[src/flash_security_lockout_map.vh]
// constants for the flash security interlock and its test access port
// assumes a single system clock and a tap driven from pins
`ifndef FLASH_SECURITY_LOCKOUT_MAP_VH
`define FLASH_SECURITY_LOCKOUT_MAP_VH

// security word location and codes
`define SEC_WORD_ADDR      16'h7FF7
`define SEC_CODE_SECURED   16'h0002
`define SEC_CODE_OPEN      16'h0000

// tap instruction register
`define IR_W               4
`define IR_CAPTURE         4'h1
`define IR_EXTEST          4'h0
`define IR_IDCODE          4'h2
`define IR_DEBUG           4'h7
`define IR_LOCKOUT         4'h8
`define IR_BYPASS          4'hF

// data register widths, debug command field and codes
`define ERASE_DIV_W        7
`define DBG_DR_W           18
`define DBG_CMD_LSB        16
`define DBG_CMD_FLASH_RD   2'h1
`define DBG_CMD_CORE       2'h2

`endif

[src/flash_security_lockout.v]
// flash security interlock: security flag, chip tap, debug gate, lockout erase
// assumes tck/tms/tdi are pins slower than clk; flash engine does the erase
//
// Summary of operation
// - securing code in word secures device persistently
// - secured: debug disabled, execution unchanged
// - debug port mapped onto four jtag pins
// - chip tap always active: boundary scan, id
// - secured: reject debug flash accesses
// - recovery mass-erases flash and protection register
// - unsecure only at next reset after erase
// - seven-bit divider register under that instruction
// - erase starts on entering run-test/idle from update-dr
// - power-on reset resets tap and device
// - all-zero word unsecures after reset
// - programming only clears bits to zero
// - resolve security between peripheral and core reset
// - tap resets on five tms-high tck edges
`timescale 1ns/1ps
`default_nettype none
`include "flash_security_lockout_map.vh"

module flash_security_lockout #(
    parameter [31:0] ID_CODE = 32'h0000_1001, // arbitrary value
    parameter        BSR_W   = 8              // boundary scan cells
) (
    // clock and reset
    input  wire              clk,
    input  wire              rst_n,
    // reset phases from the system
    input  wire              perip_rst_n,
    input  wire              core_rst_n,
    // security word as read from the flash_array
    input  wire [15:0]       sec_word,
    // jtag pins
    input  wire              tck,
    input  wire              tms,
    input  wire              tdi,
    output reg               tdo_r,
    output reg               tdo_oe_r,
    // boundary scan
    input  wire [BSR_W-1:0]  bs_pin_in,
    output reg  [BSR_W-1:0]  bs_pin_out_r,
    output reg               bs_extest_r,
    // security state
    output reg               secure_r,
    output reg               sec_valid_r,
    output reg               dbg_enable_r,
    // debug requests toward the core
    input  wire [15:0]       dbg_rdata,
    output reg               dbg_req_r,
    output reg  [1:0]        dbg_cmd_r,
    output reg  [15:0]       dbg_addr_r,
    output reg               dbg_reject_r,
    // mass erase engine
    input  wire              erase_done,
    output reg               erase_start_r,
    output reg  [`ERASE_DIV_W-1:0] erase_div_r,
    output reg               erase_busy_r,
    output reg               erase_complete_r,
    output reg               prot_clear_r
);

    //--------------------------------------------------------------
    // tap states
    //--------------------------------------------------------------
    localparam [3:0] S_TLR  = 4'h0;
    localparam [3:0] S_RTI  = 4'h1;
    localparam [3:0] S_SDR  = 4'h2;
    localparam [3:0] S_CDR  = 4'h3;
    localparam [3:0] S_SHDR = 4'h4;
    localparam [3:0] S_E1DR = 4'h5;
    localparam [3:0] S_PDR  = 4'h6;
    localparam [3:0] S_E2DR = 4'h7;
    localparam [3:0] S_UDR  = 4'h8;
    localparam [3:0] S_SIR  = 4'h9;
    localparam [3:0] S_CIR  = 4'hA;
    localparam [3:0] S_SHIR = 4'hB;
    localparam [3:0] S_E1IR = 4'hC;
    localparam [3:0] S_PIR  = 4'hD;
    localparam [3:0] S_E2IR = 4'hE;
    localparam [3:0] S_UIR  = 4'hF;

    //--------------------------------------------------------------
    // pin synchronisers
    //--------------------------------------------------------------
    reg  [2:0]              tck_sync_r;   // two sync stages plus history
    reg  [1:0]              tms_sync_r;   // two sync stages
    reg  [1:0]              tdi_sync_r;   // two sync stages
    reg  [1:0]              prst_sync_r;  // peripheral reset sync
    reg  [1:0]              crst_sync_r;  // core reset sync
    reg  [2*BSR_W-1:0]      bs_sync_r;    // boundary pins, two stages
    wire                    tck_rise;     // tck rising edge seen
    wire                    tck_fall;     // tck falling edge seen
    wire                    tms_s;
    wire                    tdi_s;

    // pins pass two flops before use; edge detect reads stage 2 and 3
    always @(posedge clk or negedge rst_n) begin
        if (!rst_n) begin
            tck_sync_r  <= 3'h0;
            tms_sync_r  <= 2'h3;
            tdi_sync_r  <= 2'h3;
            prst_sync_r <= 2'h0;
            crst_sync_r <= 2'h0;
            bs_sync_r   <= {2*BSR_W{1'b0}};
        end else begin
            tck_sync_r  <= {tck_sync_r[1:0], tck};
            tms_sync_r  <= {tms_sync_r[0], tms};
            tdi_sync_r  <= {tdi_sync_r[0], tdi};
            prst_sync_r <= {prst_sync_r[0], perip_rst_n};
            crst_sync_r <= {crst_sync_r[0], core_rst_n};
            bs_sync_r   <= {bs_sync_r[BSR_W-1:0], bs_pin_in};
        end
    end

    assign tck_rise = tck_sync_r[1] & ~tck_sync_r[2];
    assign tck_fall = ~tck_sync_r[1] & tck_sync_r[2];
    assign tms_s    = tms_sync_r[1];
    assign tdi_s    = tdi_sync_r[1];

    //--------------------------------------------------------------
    // security flag
    //--------------------------------------------------------------
    // sampled while peripherals run and core is held; frozen until reset
    always @(posedge clk or negedge rst_n) begin
        if (!rst_n) begin
            secure_r     <= 1'b1;   // assume secured until resolved
            sec_valid_r  <= 1'b0;
            dbg_enable_r <= 1'b0;
        end else if (prst_sync_r[1] && !crst_sync_r[1]) begin
            // only the exact securing code secures; 0000 or erased opens
            secure_r     <= (sec_word == `SEC_CODE_SECURED);
            sec_valid_r  <= 1'b1;
            dbg_enable_r <= 1'b0;   // debug stays off until core runs
        end else if (crst_sync_r[1] && sec_valid_r) begin
            dbg_enable_r <= ~secure_r;
        end
    end

    //--------------------------------------------------------------
    // tap state machine, stepped on synced tck rising edges
    //--------------------------------------------------------------
    reg  [3:0]              tap_st_r;
    reg  [3:0]              tap_nxt;

    // standard next state; five tms-high edges always reach reset
    always @* begin
        case (tap_st_r)
            S_TLR:   tap_nxt = tms_s ? S_TLR  : S_RTI;
            S_RTI:   tap_nxt = tms_s ? S_SDR  : S_RTI;
            S_SDR:   tap_nxt = tms_s ? S_SIR  : S_CDR;
            S_CDR:   tap_nxt = tms_s ? S_E1DR : S_SHDR;
            S_SHDR:  tap_nxt = tms_s ? S_E1DR : S_SHDR;
            S_E1DR:  tap_nxt = tms_s ? S_UDR  : S_PDR;
            S_PDR:   tap_nxt = tms_s ? S_E2DR : S_PDR;
            S_E2DR:  tap_nxt = tms_s ? S_UDR  : S_SHDR;
            S_UDR:   tap_nxt = tms_s ? S_SDR  : S_RTI;
            S_SIR:   tap_nxt = tms_s ? S_TLR  : S_CIR;
            S_CIR:   tap_nxt = tms_s ? S_E1IR : S_SHIR;
            S_SHIR:  tap_nxt = tms_s ? S_E1IR : S_SHIR;
            S_E1IR:  tap_nxt = tms_s ? S_UIR  : S_PIR;
            S_PIR:   tap_nxt = tms_s ? S_E2IR : S_PIR;
            S_E2IR:  tap_nxt = tms_s ? S_UIR  : S_SHIR;
            S_UIR:   tap_nxt = tms_s ? S_SDR  : S_RTI;
            default: tap_nxt = S_TLR;
        endcase
    end

    // power-on reset puts the tap in test-logic-reset
    always @(posedge clk or negedge rst_n) begin
        if (!rst_n) begin
            tap_st_r <= S_TLR;
        end else if (tck_rise) begin
            tap_st_r <= tap_nxt;
        end
    end

    //--------------------------------------------------------------
    // instruction and data registers
    //--------------------------------------------------------------
    reg  [`IR_W-1:0]        ir_sh_r;      // instruction shifter
    reg  [`IR_W-1:0]        ir_r;         // active instruction
    reg  [31:0]             id_sh_r;      // id code shifter
    reg                     byp_r;        // bypass cell
    reg  [BSR_W-1:0]        bsr_sh_r;     // boundary scan shifter
    reg  [`ERASE_DIV_W-1:0] div_sh_r;     // erase divider shifter
    reg  [`DBG_DR_W-1:0]    dbg_sh_r;     // debug command shifter
    reg                     lock_armed_r; // divider shifted under lockout
    wire                    dr_sel_out;   // serial out of selected dr

    // ir active from boot; reset selects id access
    always @(posedge clk or negedge rst_n) begin
        if (!rst_n) begin
            ir_sh_r <= `IR_CAPTURE;
            ir_r    <= `IR_IDCODE;
        end else if (tck_rise) begin
            case (tap_st_r)
                S_TLR:   ir_r    <= `IR_IDCODE;
                S_CIR:   ir_sh_r <= `IR_CAPTURE;
                S_SHIR:  ir_sh_r <= {tdi_s, ir_sh_r[`IR_W-1:1]};
                S_UIR:   ir_r    <= ir_sh_r;
                default: ir_sh_r <= ir_sh_r;
            endcase
        end
    end

    // data registers: capture, shift lsb first, update
    always @(posedge clk or negedge rst_n) begin
        if (!rst_n) begin
            id_sh_r      <= 32'h0000_0000;
            byp_r        <= 1'b0;
            bsr_sh_r     <= {BSR_W{1'b0}};
            div_sh_r     <= {`ERASE_DIV_W{1'b0}};
            dbg_sh_r     <= {`DBG_DR_W{1'b0}};
            bs_pin_out_r <= {BSR_W{1'b0}};
            bs_extest_r  <= 1'b0;
            lock_armed_r <= 1'b0;
            erase_div_r  <= {`ERASE_DIV_W{1'b0}};
        end else if (tck_rise) begin
            bs_extest_r <= (ir_r == `IR_EXTEST);
            case (tap_st_r)
                S_TLR: begin
                    lock_armed_r <= 1'b0;
                end
                S_CDR: begin
                    id_sh_r  <= ID_CODE;
                    byp_r    <= 1'b0;
                    bsr_sh_r <= bs_sync_r[2*BSR_W-1:BSR_W];
                    dbg_sh_r <= {2'h0, dbg_rdata};
                end
                S_SHDR: begin
                    case (ir_r)
                        `IR_IDCODE:  id_sh_r  <= {tdi_s, id_sh_r[31:1]};
                        `IR_EXTEST:  bsr_sh_r <= {tdi_s, bsr_sh_r[BSR_W-1:1]};
                        `IR_LOCKOUT: begin
                            div_sh_r     <= {tdi_s, div_sh_r[`ERASE_DIV_W-1:1]};
                            lock_armed_r <= 1'b1;   // divider shifted
                        end
                        `IR_DEBUG:   dbg_sh_r <= {tdi_s, dbg_sh_r[`DBG_DR_W-1:1]};
                        default:     byp_r    <= tdi_s;
                    endcase
                end
                S_UDR: begin
                    if (ir_r == `IR_EXTEST) begin
                        bs_pin_out_r <= bsr_sh_r;
                    end
                    if (ir_r == `IR_LOCKOUT) begin
                        erase_div_r  <= div_sh_r;
                    end
                end
                S_RTI: begin
                    lock_armed_r <= 1'b0;   // consumed on idle entry
                end
                default: begin
                    if (ir_r != `IR_LOCKOUT) begin // other instruction: unarmed
                        lock_armed_r <= 1'b0;
                    end
                end
            endcase
        end
    end

    // selected data register serial output
    assign dr_sel_out = (ir_r == `IR_IDCODE)  ? id_sh_r[0]  :
                        (ir_r == `IR_EXTEST)  ? bsr_sh_r[0] :
                        (ir_r == `IR_LOCKOUT) ? div_sh_r[0] :
                        (ir_r == `IR_DEBUG)   ? dbg_sh_r[0] : byp_r;

    // tdo changes on the falling tck edge, driven only while shifting
    always @(posedge clk or negedge rst_n) begin
        if (!rst_n) begin
            tdo_r    <= 1'b0;
            tdo_oe_r <= 1'b0;
        end else if (tck_fall) begin
            tdo_oe_r <= (tap_st_r == S_SHDR) || (tap_st_r == S_SHIR);
            tdo_r    <= (tap_st_r == S_SHIR) ? ir_sh_r[0] : dr_sel_out;
        end
    end

    //--------------------------------------------------------------
    // debug port gate
    //--------------------------------------------------------------
    // one request per debug update; refused unless debug is enabled
    always @(posedge clk or negedge rst_n) begin
        if (!rst_n) begin
            dbg_req_r    <= 1'b0;
            dbg_cmd_r    <= 2'h0;
            dbg_addr_r   <= 16'h0000;
            dbg_reject_r <= 1'b0;
        end else begin
            dbg_req_r    <= 1'b0;
            dbg_reject_r <= 1'b0;
            if (tck_rise && tap_st_r == S_UDR && ir_r == `IR_DEBUG) begin
                if (dbg_enable_r) begin
                    dbg_req_r  <= 1'b1;
                    dbg_cmd_r  <= dbg_sh_r[`DBG_DR_W-1:`DBG_CMD_LSB];
                    dbg_addr_r <= dbg_sh_r[15:0];
                end else begin
                    dbg_reject_r <= 1'b1;
                end
            end
        end
    end

    //--------------------------------------------------------------
    // lockout erase sequencer
    //--------------------------------------------------------------
    // start on update-dr to idle after a divider shift under lockout; the
    // engine erases array, config field and protection; secure_r stays
    always @(posedge clk or negedge rst_n) begin
        if (!rst_n) begin
            erase_start_r    <= 1'b0;
            erase_busy_r     <= 1'b0;
            erase_complete_r <= 1'b0;
            prot_clear_r     <= 1'b0;
        end else begin
            erase_start_r <= 1'b0;
            prot_clear_r  <= 1'b0;
            if (tck_rise && tap_nxt == S_RTI && tap_st_r == S_UDR
                && lock_armed_r && !erase_busy_r) begin
                erase_start_r    <= 1'b1;
                erase_busy_r     <= 1'b1;
                erase_complete_r <= 1'b0;
            end else if (erase_busy_r && erase_done) begin
                // host keeps tap idle until here; flag stays until reset or the next erase start
                erase_busy_r     <= 1'b0;
                erase_complete_r <= 1'b1;
                prot_clear_r     <= 1'b1;
            end
        end
    end

endmodule // flash_security_lockout
`default_nettype wire

[config.mk]
export PLATFORM = sky130hd
export DESIGN_NAME = flash_security_lockout
export DESIGN_NICKNAME = d
export VERILOG_FILES = /design/src/flash_security_lockout.v
export VERILOG_INCLUDE_DIRS = /design/src /design/src/src
export SDC_FILE = /design/constraint.sdc
export NUM_CORES = 1
export LEC_CHECK = 0
export BUFFER_PORTS_ARGS = -buffer_cell sky130_fd_sc_hd__buf_2
export CAP_MARGIN = 20
export CORE_UTILIZATION = 61
export CTS_CLUSTER_SIZE = 30
export DETAILED_ROUTE_END_ITERATION = 8
export HOLD_SLACK_MARGIN = 0.06
export PLACE_DENSITY = 0.86
export SETUP_SLACK_MARGIN = 0.4
export SLEW_MARGIN = 20
export SYNTH_ARGS = -nofsm -noshare
export SYNTH_HDL_FRONTEND = slang
export SYNTH_SLANG_ARGS = --single-unit
[constraint.sdc]
create_clock -name clk -period 2.8 [get_ports clk]
set_input_delay 0.28 -clock clk [delete_from_list [all_inputs] [get_ports clk]]
set_output_delay 0.28 -clock clk [all_outputs]
set_load 0.03 [all_outputs]
# == Word-level counts from Yosys, hierarchy flattened ==
# Cells that the tools add are included.
# totals
reg_bits,151
input_bits,48
out_inout_bits,45
wordCells,144
# classes
eq_ne,26
n_mux,44
bitwise_logic,6
reduce_logical,37
# ops
cell,count
case mux 32 bit (2 select lines),1
case mux 4 bit (12 select lines),1
"equality test 4 bit, second input constant",9
case mux 18 bit (2 select lines),1
two-way mux 32 bit,1
two-way mux 1 bit,24
AND reduction 3 bit,7
"equality test 4 x 3 -> 1 bit, second input constant",5
two-way mux 18 bit,1
"equality test 16 x 2 -> 1 bit, second input constant",1
two-way mux 4 bit,4
case mux 4 bit (2 select lines),2
case mux 8 bit (2 select lines),1
"equality test 4 x 2 -> 1 bit, second input constant",3
nonzero test 2 bit,5
logical AND 1 bit,9
"equality test 4 x 1 -> 1 bit, second input constant",2
zero test 4 bit,2
two-way mux 8 bit,1
"inequality test 2 bit, second input constant",4
OR reduction 2 bit,4
two-way mux 2 bit,3
two-way mux 3 bit,2
AND reduction 2 bit,3
12 further kinds,17

# == Longest topological paths before layout ==
# logic_depth
depth_word,9
ltp_mapped,8
depth_no_buf,4

# == Least setup slack after synthesis ==
# OpenSTA, ideal clock, no wires.
# synth_timing
kind,register -> register
startpoint,register tap_st_r[1]
endpoint,register bsr_sh_r[6]
setup_time_ns,0.126
t_arrival_ns,1.718
required_ns,2.674
setup_slack_ns,0.956
stages_incl_launch_ff,8
n_path_buf,4
synth_period_minus_slack_ns,1.844
path_cell_list,dfrtp_1 -> buf_6 -> or4b_4 -> buf_6 -> buf_6 -> o221ai_4 -> buf_6 -> o21ai_0
# synth_between
elab_chain_cells,3
elab_cells_between_ends,6
cone_classes,3 x eq/ne; 1 x mux; 2 x reduce/logical
# synth_rtl
item,line_no,rtl
start: declaration,flash_security_lockout.v:144,reg [3:0] tap_st_r;
start signal: assignment,flash_security_lockout.v:175,tap_st_r <= tap_nxt;
equality test 4 x 3 -> 1 bit / equality test 4 x 2 -> 1 bit (equally long branches),flash_security_lockout.v:222,case (tap_st_r)
inequality test 2 bit (no source line) / nonzero test 2 bit (equally long branches),n/a,
AND reduction 3 bit (no source line),n/a,
end signal: assignment,flash_security_lockout.v:213,bsr_sh_r <= {BSR_W{1'b0}};
end signal: assignment,flash_security_lockout.v:229,bsr_sh_r <= bs_sync_r[2*BSR_W-1:BSR_W];
end signal: assignment,flash_security_lockout.v:235,"`IR_EXTEST: bsr_sh_r <= {tdi_s, bsr_sh_r[BSR_W-1:1]};"
end: declaration,flash_security_lockout.v:186,reg [BSR_W-1:0] bsr_sh_r;
# Several ways; a longest one is shown, not always the timed one.
# A chain may end at the register's enable or synchronous reset.

# == Worst setup path in the final report ==
# layout_timing
startpoint,register tap_st_r[1]
endpoint,register id_sh_r[0]
# layout_between
elab_chain_cells,3
elab_cells_between_ends,6
cone_classes,3 x eq/ne; 1 x mux; 2 x reduce/logical
# layout_rtl
item,line_no,rtl
equality test 4 x 3 -> 1 bit / equality test 4 x 2 -> 1 bit (equally long branches),flash_security_lockout.v:222,
inequality test 2 bit (no source line) / nonzero test 2 bit (equally long branches),n/a,
AND reduction 3 bit (no source line),n/a,
end signal: assignment,flash_security_lockout.v:234,"`IR_IDCODE: id_sh_r <= {tdi_s, id_sh_r[31:1]};"
end: declaration,flash_security_lockout.v:184,reg [31:0] id_sh_r;
# Several ways; a longest one is shown, not always the timed one.

==> results.sh <==
export IMPL_synth_ff_type="dfrtp_1"
export IMPL_yosysWarnings=0
export IMPL_topRoutingLayerUsed="met4"
export IMPL_syn_inst=527
export IMPL_vias=4403
export IMPL_grt_max_degree=71
export IMPL_worst_pin_slew_ns=0.7189
export IMPL_portBuffers=92
export IMPL_antenna_found_initial=0
export IMPL_place_hpwl_mm=7.908
export IMPL_diodes=0
export IMPL_placed_area_um2=6749
export IMPL_power_density_nw_per_um2=816.7
export IMPL_postCtsSetupBuffers=0
export IMPL_synth_top_cell_area_share_pct=58.51
export IMPL_max_freq_mhz=445.6
export IMPL_core_area_um2=9774
export IMPL_ys_top_cells_by_count="dfrtp_1, nand2_1, o21ai_1, mux2_2, mux2i_1"
export IMPL_wl_met2_mm=6.772
export IMPL_place_worst_setup_slack_ns=0.5944
export IMPL_irDropWorstVdd_uv=543.3
export IMPL_crit_type="flop to flop"
export IMPL_synthToLayoutAreaGrowth_pct=22.63
export IMPL_drv_cap=0
export IMPL_cp_slowest_stage_delay_ns=0.78
export IMPL_ff_latch_area_um2=3787
export IMPL_grt_setup_unrepaired="no"
export IMPL_setup_viol=0
export IMPL_min_delay_start="dbg_rdata[12]"
export IMPL_post_route_min_period_ns=2.244
export IMPL_reg2reg_slack_ns=0.56
export IMPL_dieHeight_um=102.5
export IMPL_arrival_ns=2.70
export IMPL_finClkSkew_ns=0.01055
export IMPL_p_leak_nw=3.742
export IMPL_critical_path_startpoint_type="flop"
export IMPL_crit_chain="or4b_4, o221ai_4, buf_12, nand2_1, o21ai_1"
export IMPL_gp_congestion=0.8162
export IMPL_drt_iter0_drc=332
export IMPL_stdcell_count=794
export IMPL_worst_path_max_fanout=64
export IMPL_place_inst=733
export IMPL_htreeDepth=4
export IMPL_drc_errors=0
export IMPL_yosysUniqueCellTypes=52
export IMPL_syn_num_nets=575
export IMPL_finalWorstSetupSlack_ns=0.5557
export IMPL_path_clk_slew_ns=0.06
export IMPL_fill_cells=600
export IMPL_p_total_w=0.006168
export IMPL_wl_met1_mm=5.493
export IMPL_synth_area_um2=6158
export IMPL_setup_tns_final_ns=0
export IMPL_drive_gt1_share_pct=28.59
export IMPL_critPathLaunch="tap_st_r[1]$_DFFE_PN0P_"
export IMPL_cts_root_buf="clkbuf_8"
export IMPL_final_area_um2=7552
export IMPL_nNetsFinal=696
export IMPL_crit_path_end_kind="flop"
export IMPL_cp_slowest_cell="or4b_4"
export IMPL_crit_required_ns=3.25
export IMPL_drt_total_wl_mm=13.43
export IMPL_routedWlPerCell_um=16.91
export IMPL_io_pins=93
export IMPL_run_status="finished, final reports clean"
export IMPL_multi_input_area_um2=2193
export IMPL_routed_wl_met3_um=689
export IMPL_via_per_inst=5.545
export IMPL_grt_pass1_wl_mm=21.69
export IMPL_rows=36
export IMPL_hold_violations=0
export IMPL_fin_crit_sh_pct=80.15
export IMPL_grt_pass1_vias=4388
export IMPL_clk_path_buf_depth=2
export IMPL_drtAntennaViolNets=0
export IMPL_synth_most_common_cell="dfrtp_1"
export IMPL_synth_seq_area_share_pct=61.50
export IMPL_hp_class="input pin to flop"
export IMPL_start_util_pct=63.01
export IMPL_yosysTopAreaCell="dfrtp_1"
export IMPL_ys_seq_elements=151
export IMPL_slew_violations=0
export IMPL_cts_sinks=151
export IMPL_worstReg2RegStart="tap_st_r[1]$_DFFE_PN0P_"
export IMPL_synth_edf_count=0
export IMPL_clock_latency_ns=0.54
export IMPL_die_w_um=102.5
export IMPL_avgSynthCellArea_um2=11.69
export IMPL_grt_total_usage_pct=28.27
export IMPL_numCtsBuffers=17
export IMPL_cts_tree="done"
export IMPL_slew_headroom_pct=51.40
export IMPL_grt_ovfl_total=0
export IMPL_ys_top_cells_by_area="dfrtp_1, mux2_2, nand2_1"
export IMPL_design_die_area_um2=10500
export IMPL_dr_pass1_iters=5
export IMPL_synthArstFlopShare_pct=100.0
[layout make-up]
| cell class | count | area share [%] |
|---|---|---|
| clock inverter | 9 | 0.7455 |
| inverter | 7 | 0.3479 |
| sequential | 151 | 50.15 |
| multi-input combinational | 338 | 29.04 |
| timing repair buffer | 133 | 11.60 |
| tap | 133 | 2.203 |
| clock buffer | 23 | 5.915 |
[state kept, by name, indices dropped and copies added (netlist names), 2 cells and up]
signal / flops
bs_pin_out_r: 8
bs_sync_r: 16
bsr_sh_r: 8
crst_sync_r: 2
dbg_addr_r: 16
dbg_cmd_r: 2
dbg_sh_r: 18
div_sh_r: 7
erase_div_r: 7
id_sh_r: 32
ir_r: 4
ir_sh_r: 4
prst_sync_r: 2
tap_st_r: 4
tck_sync_r: 3
tdi_sync_r: 2
tms_sync_r: 2
[critical path, delay by kind of cell (launching register included)]
kind | cells | cell delay [ns]
flip-flops | 1 | 0.61
AND/OR/NAND/NOR | 2 | 0.90
buffers and inverters | 1 | 0.28
AO/OA/AOI/OAI | 2 | 0.37
[per-layer routing]
| layer | vias up | global-route usage (%) |
|---|---|---|
| li1 | 2069 | - |
| met1 | 2149 | 34.62 |
| met2 | 139 | 45.03 |
| met3 | 46 | 9.166 |
| met4 | 0 | 14.73 |
| met5 | - | 0 |
[path summary, 6_finish.rpt]
check / endpoint / cells after the start
worst max-delay path: id_sh_r[0]$_DFFE_PN0P_ / 5
worst min-delay path: dbg_sh_r[12]$_DFFE_PN0P_ / 3
worst max register to register: id_sh_r[0]$_DFFE_PN0P_ / 5
worst min register to register: bs_sync_r[13]$_DFF_PN0_ / 0
max in group asynchronous: tms_sync_r[0]$_DFF_PN1_ / 3
min in group asynchronous: id_sh_r[21]$_DFFE_PN0P_ / 2
[kinds of logic (layout without fill, tap and decap cells)]
family,Yosys count,count (layout),share of synthesized area [%]
compound gates,104,104,10.87
xor+xnor,1,1,0.1422
buf+inv,38,172,3.129
flops,151,151,61.50
mux,68,68,11.89
simple gates,165,165,12.47
[where the power goes]
part,total [W],switching [W],internal (W)
Clock,0.00194,0.000841,0.00110
Combinational,0.00139,0.000829,0.000559
Sequential,0.00284,0.000344,0.00249
[per-stage QoR]
step                      hold WS (ns)  utilization [%]
final                          0.08816            77.27
after global placement          0.3191            69.05
after CTS                      0.06623            77.16
after detailed placement        0.3299            69.05
after floorplan               -0.01559                -
after global routing           0.08596            77.27
[cell usage in the layout (no fill, tap or decap), types with 6 or more instances in the layout]
cell and instances:
dfrtp_1 144, inv_1 7, clkbuf_16 16, o21ai_1 53, dlygate4sd3_1 29, o21ai_0 16, mux2_2 41, nor2_1 13
buf_2 91, mux2i_1 27, nor2b_1 6, dfstp_2 7, a21oi_1 7, nand2_1 111, buf_4 9
[what timing repair did]
item | in CTS | in global routing
hold endpoints to repair | 91 | 0
hold buffers | 29 | 0
setup endpoints to repair | 0 | 8
resized for setup | 0 | 2
Power figures use the tool's default switching activity.
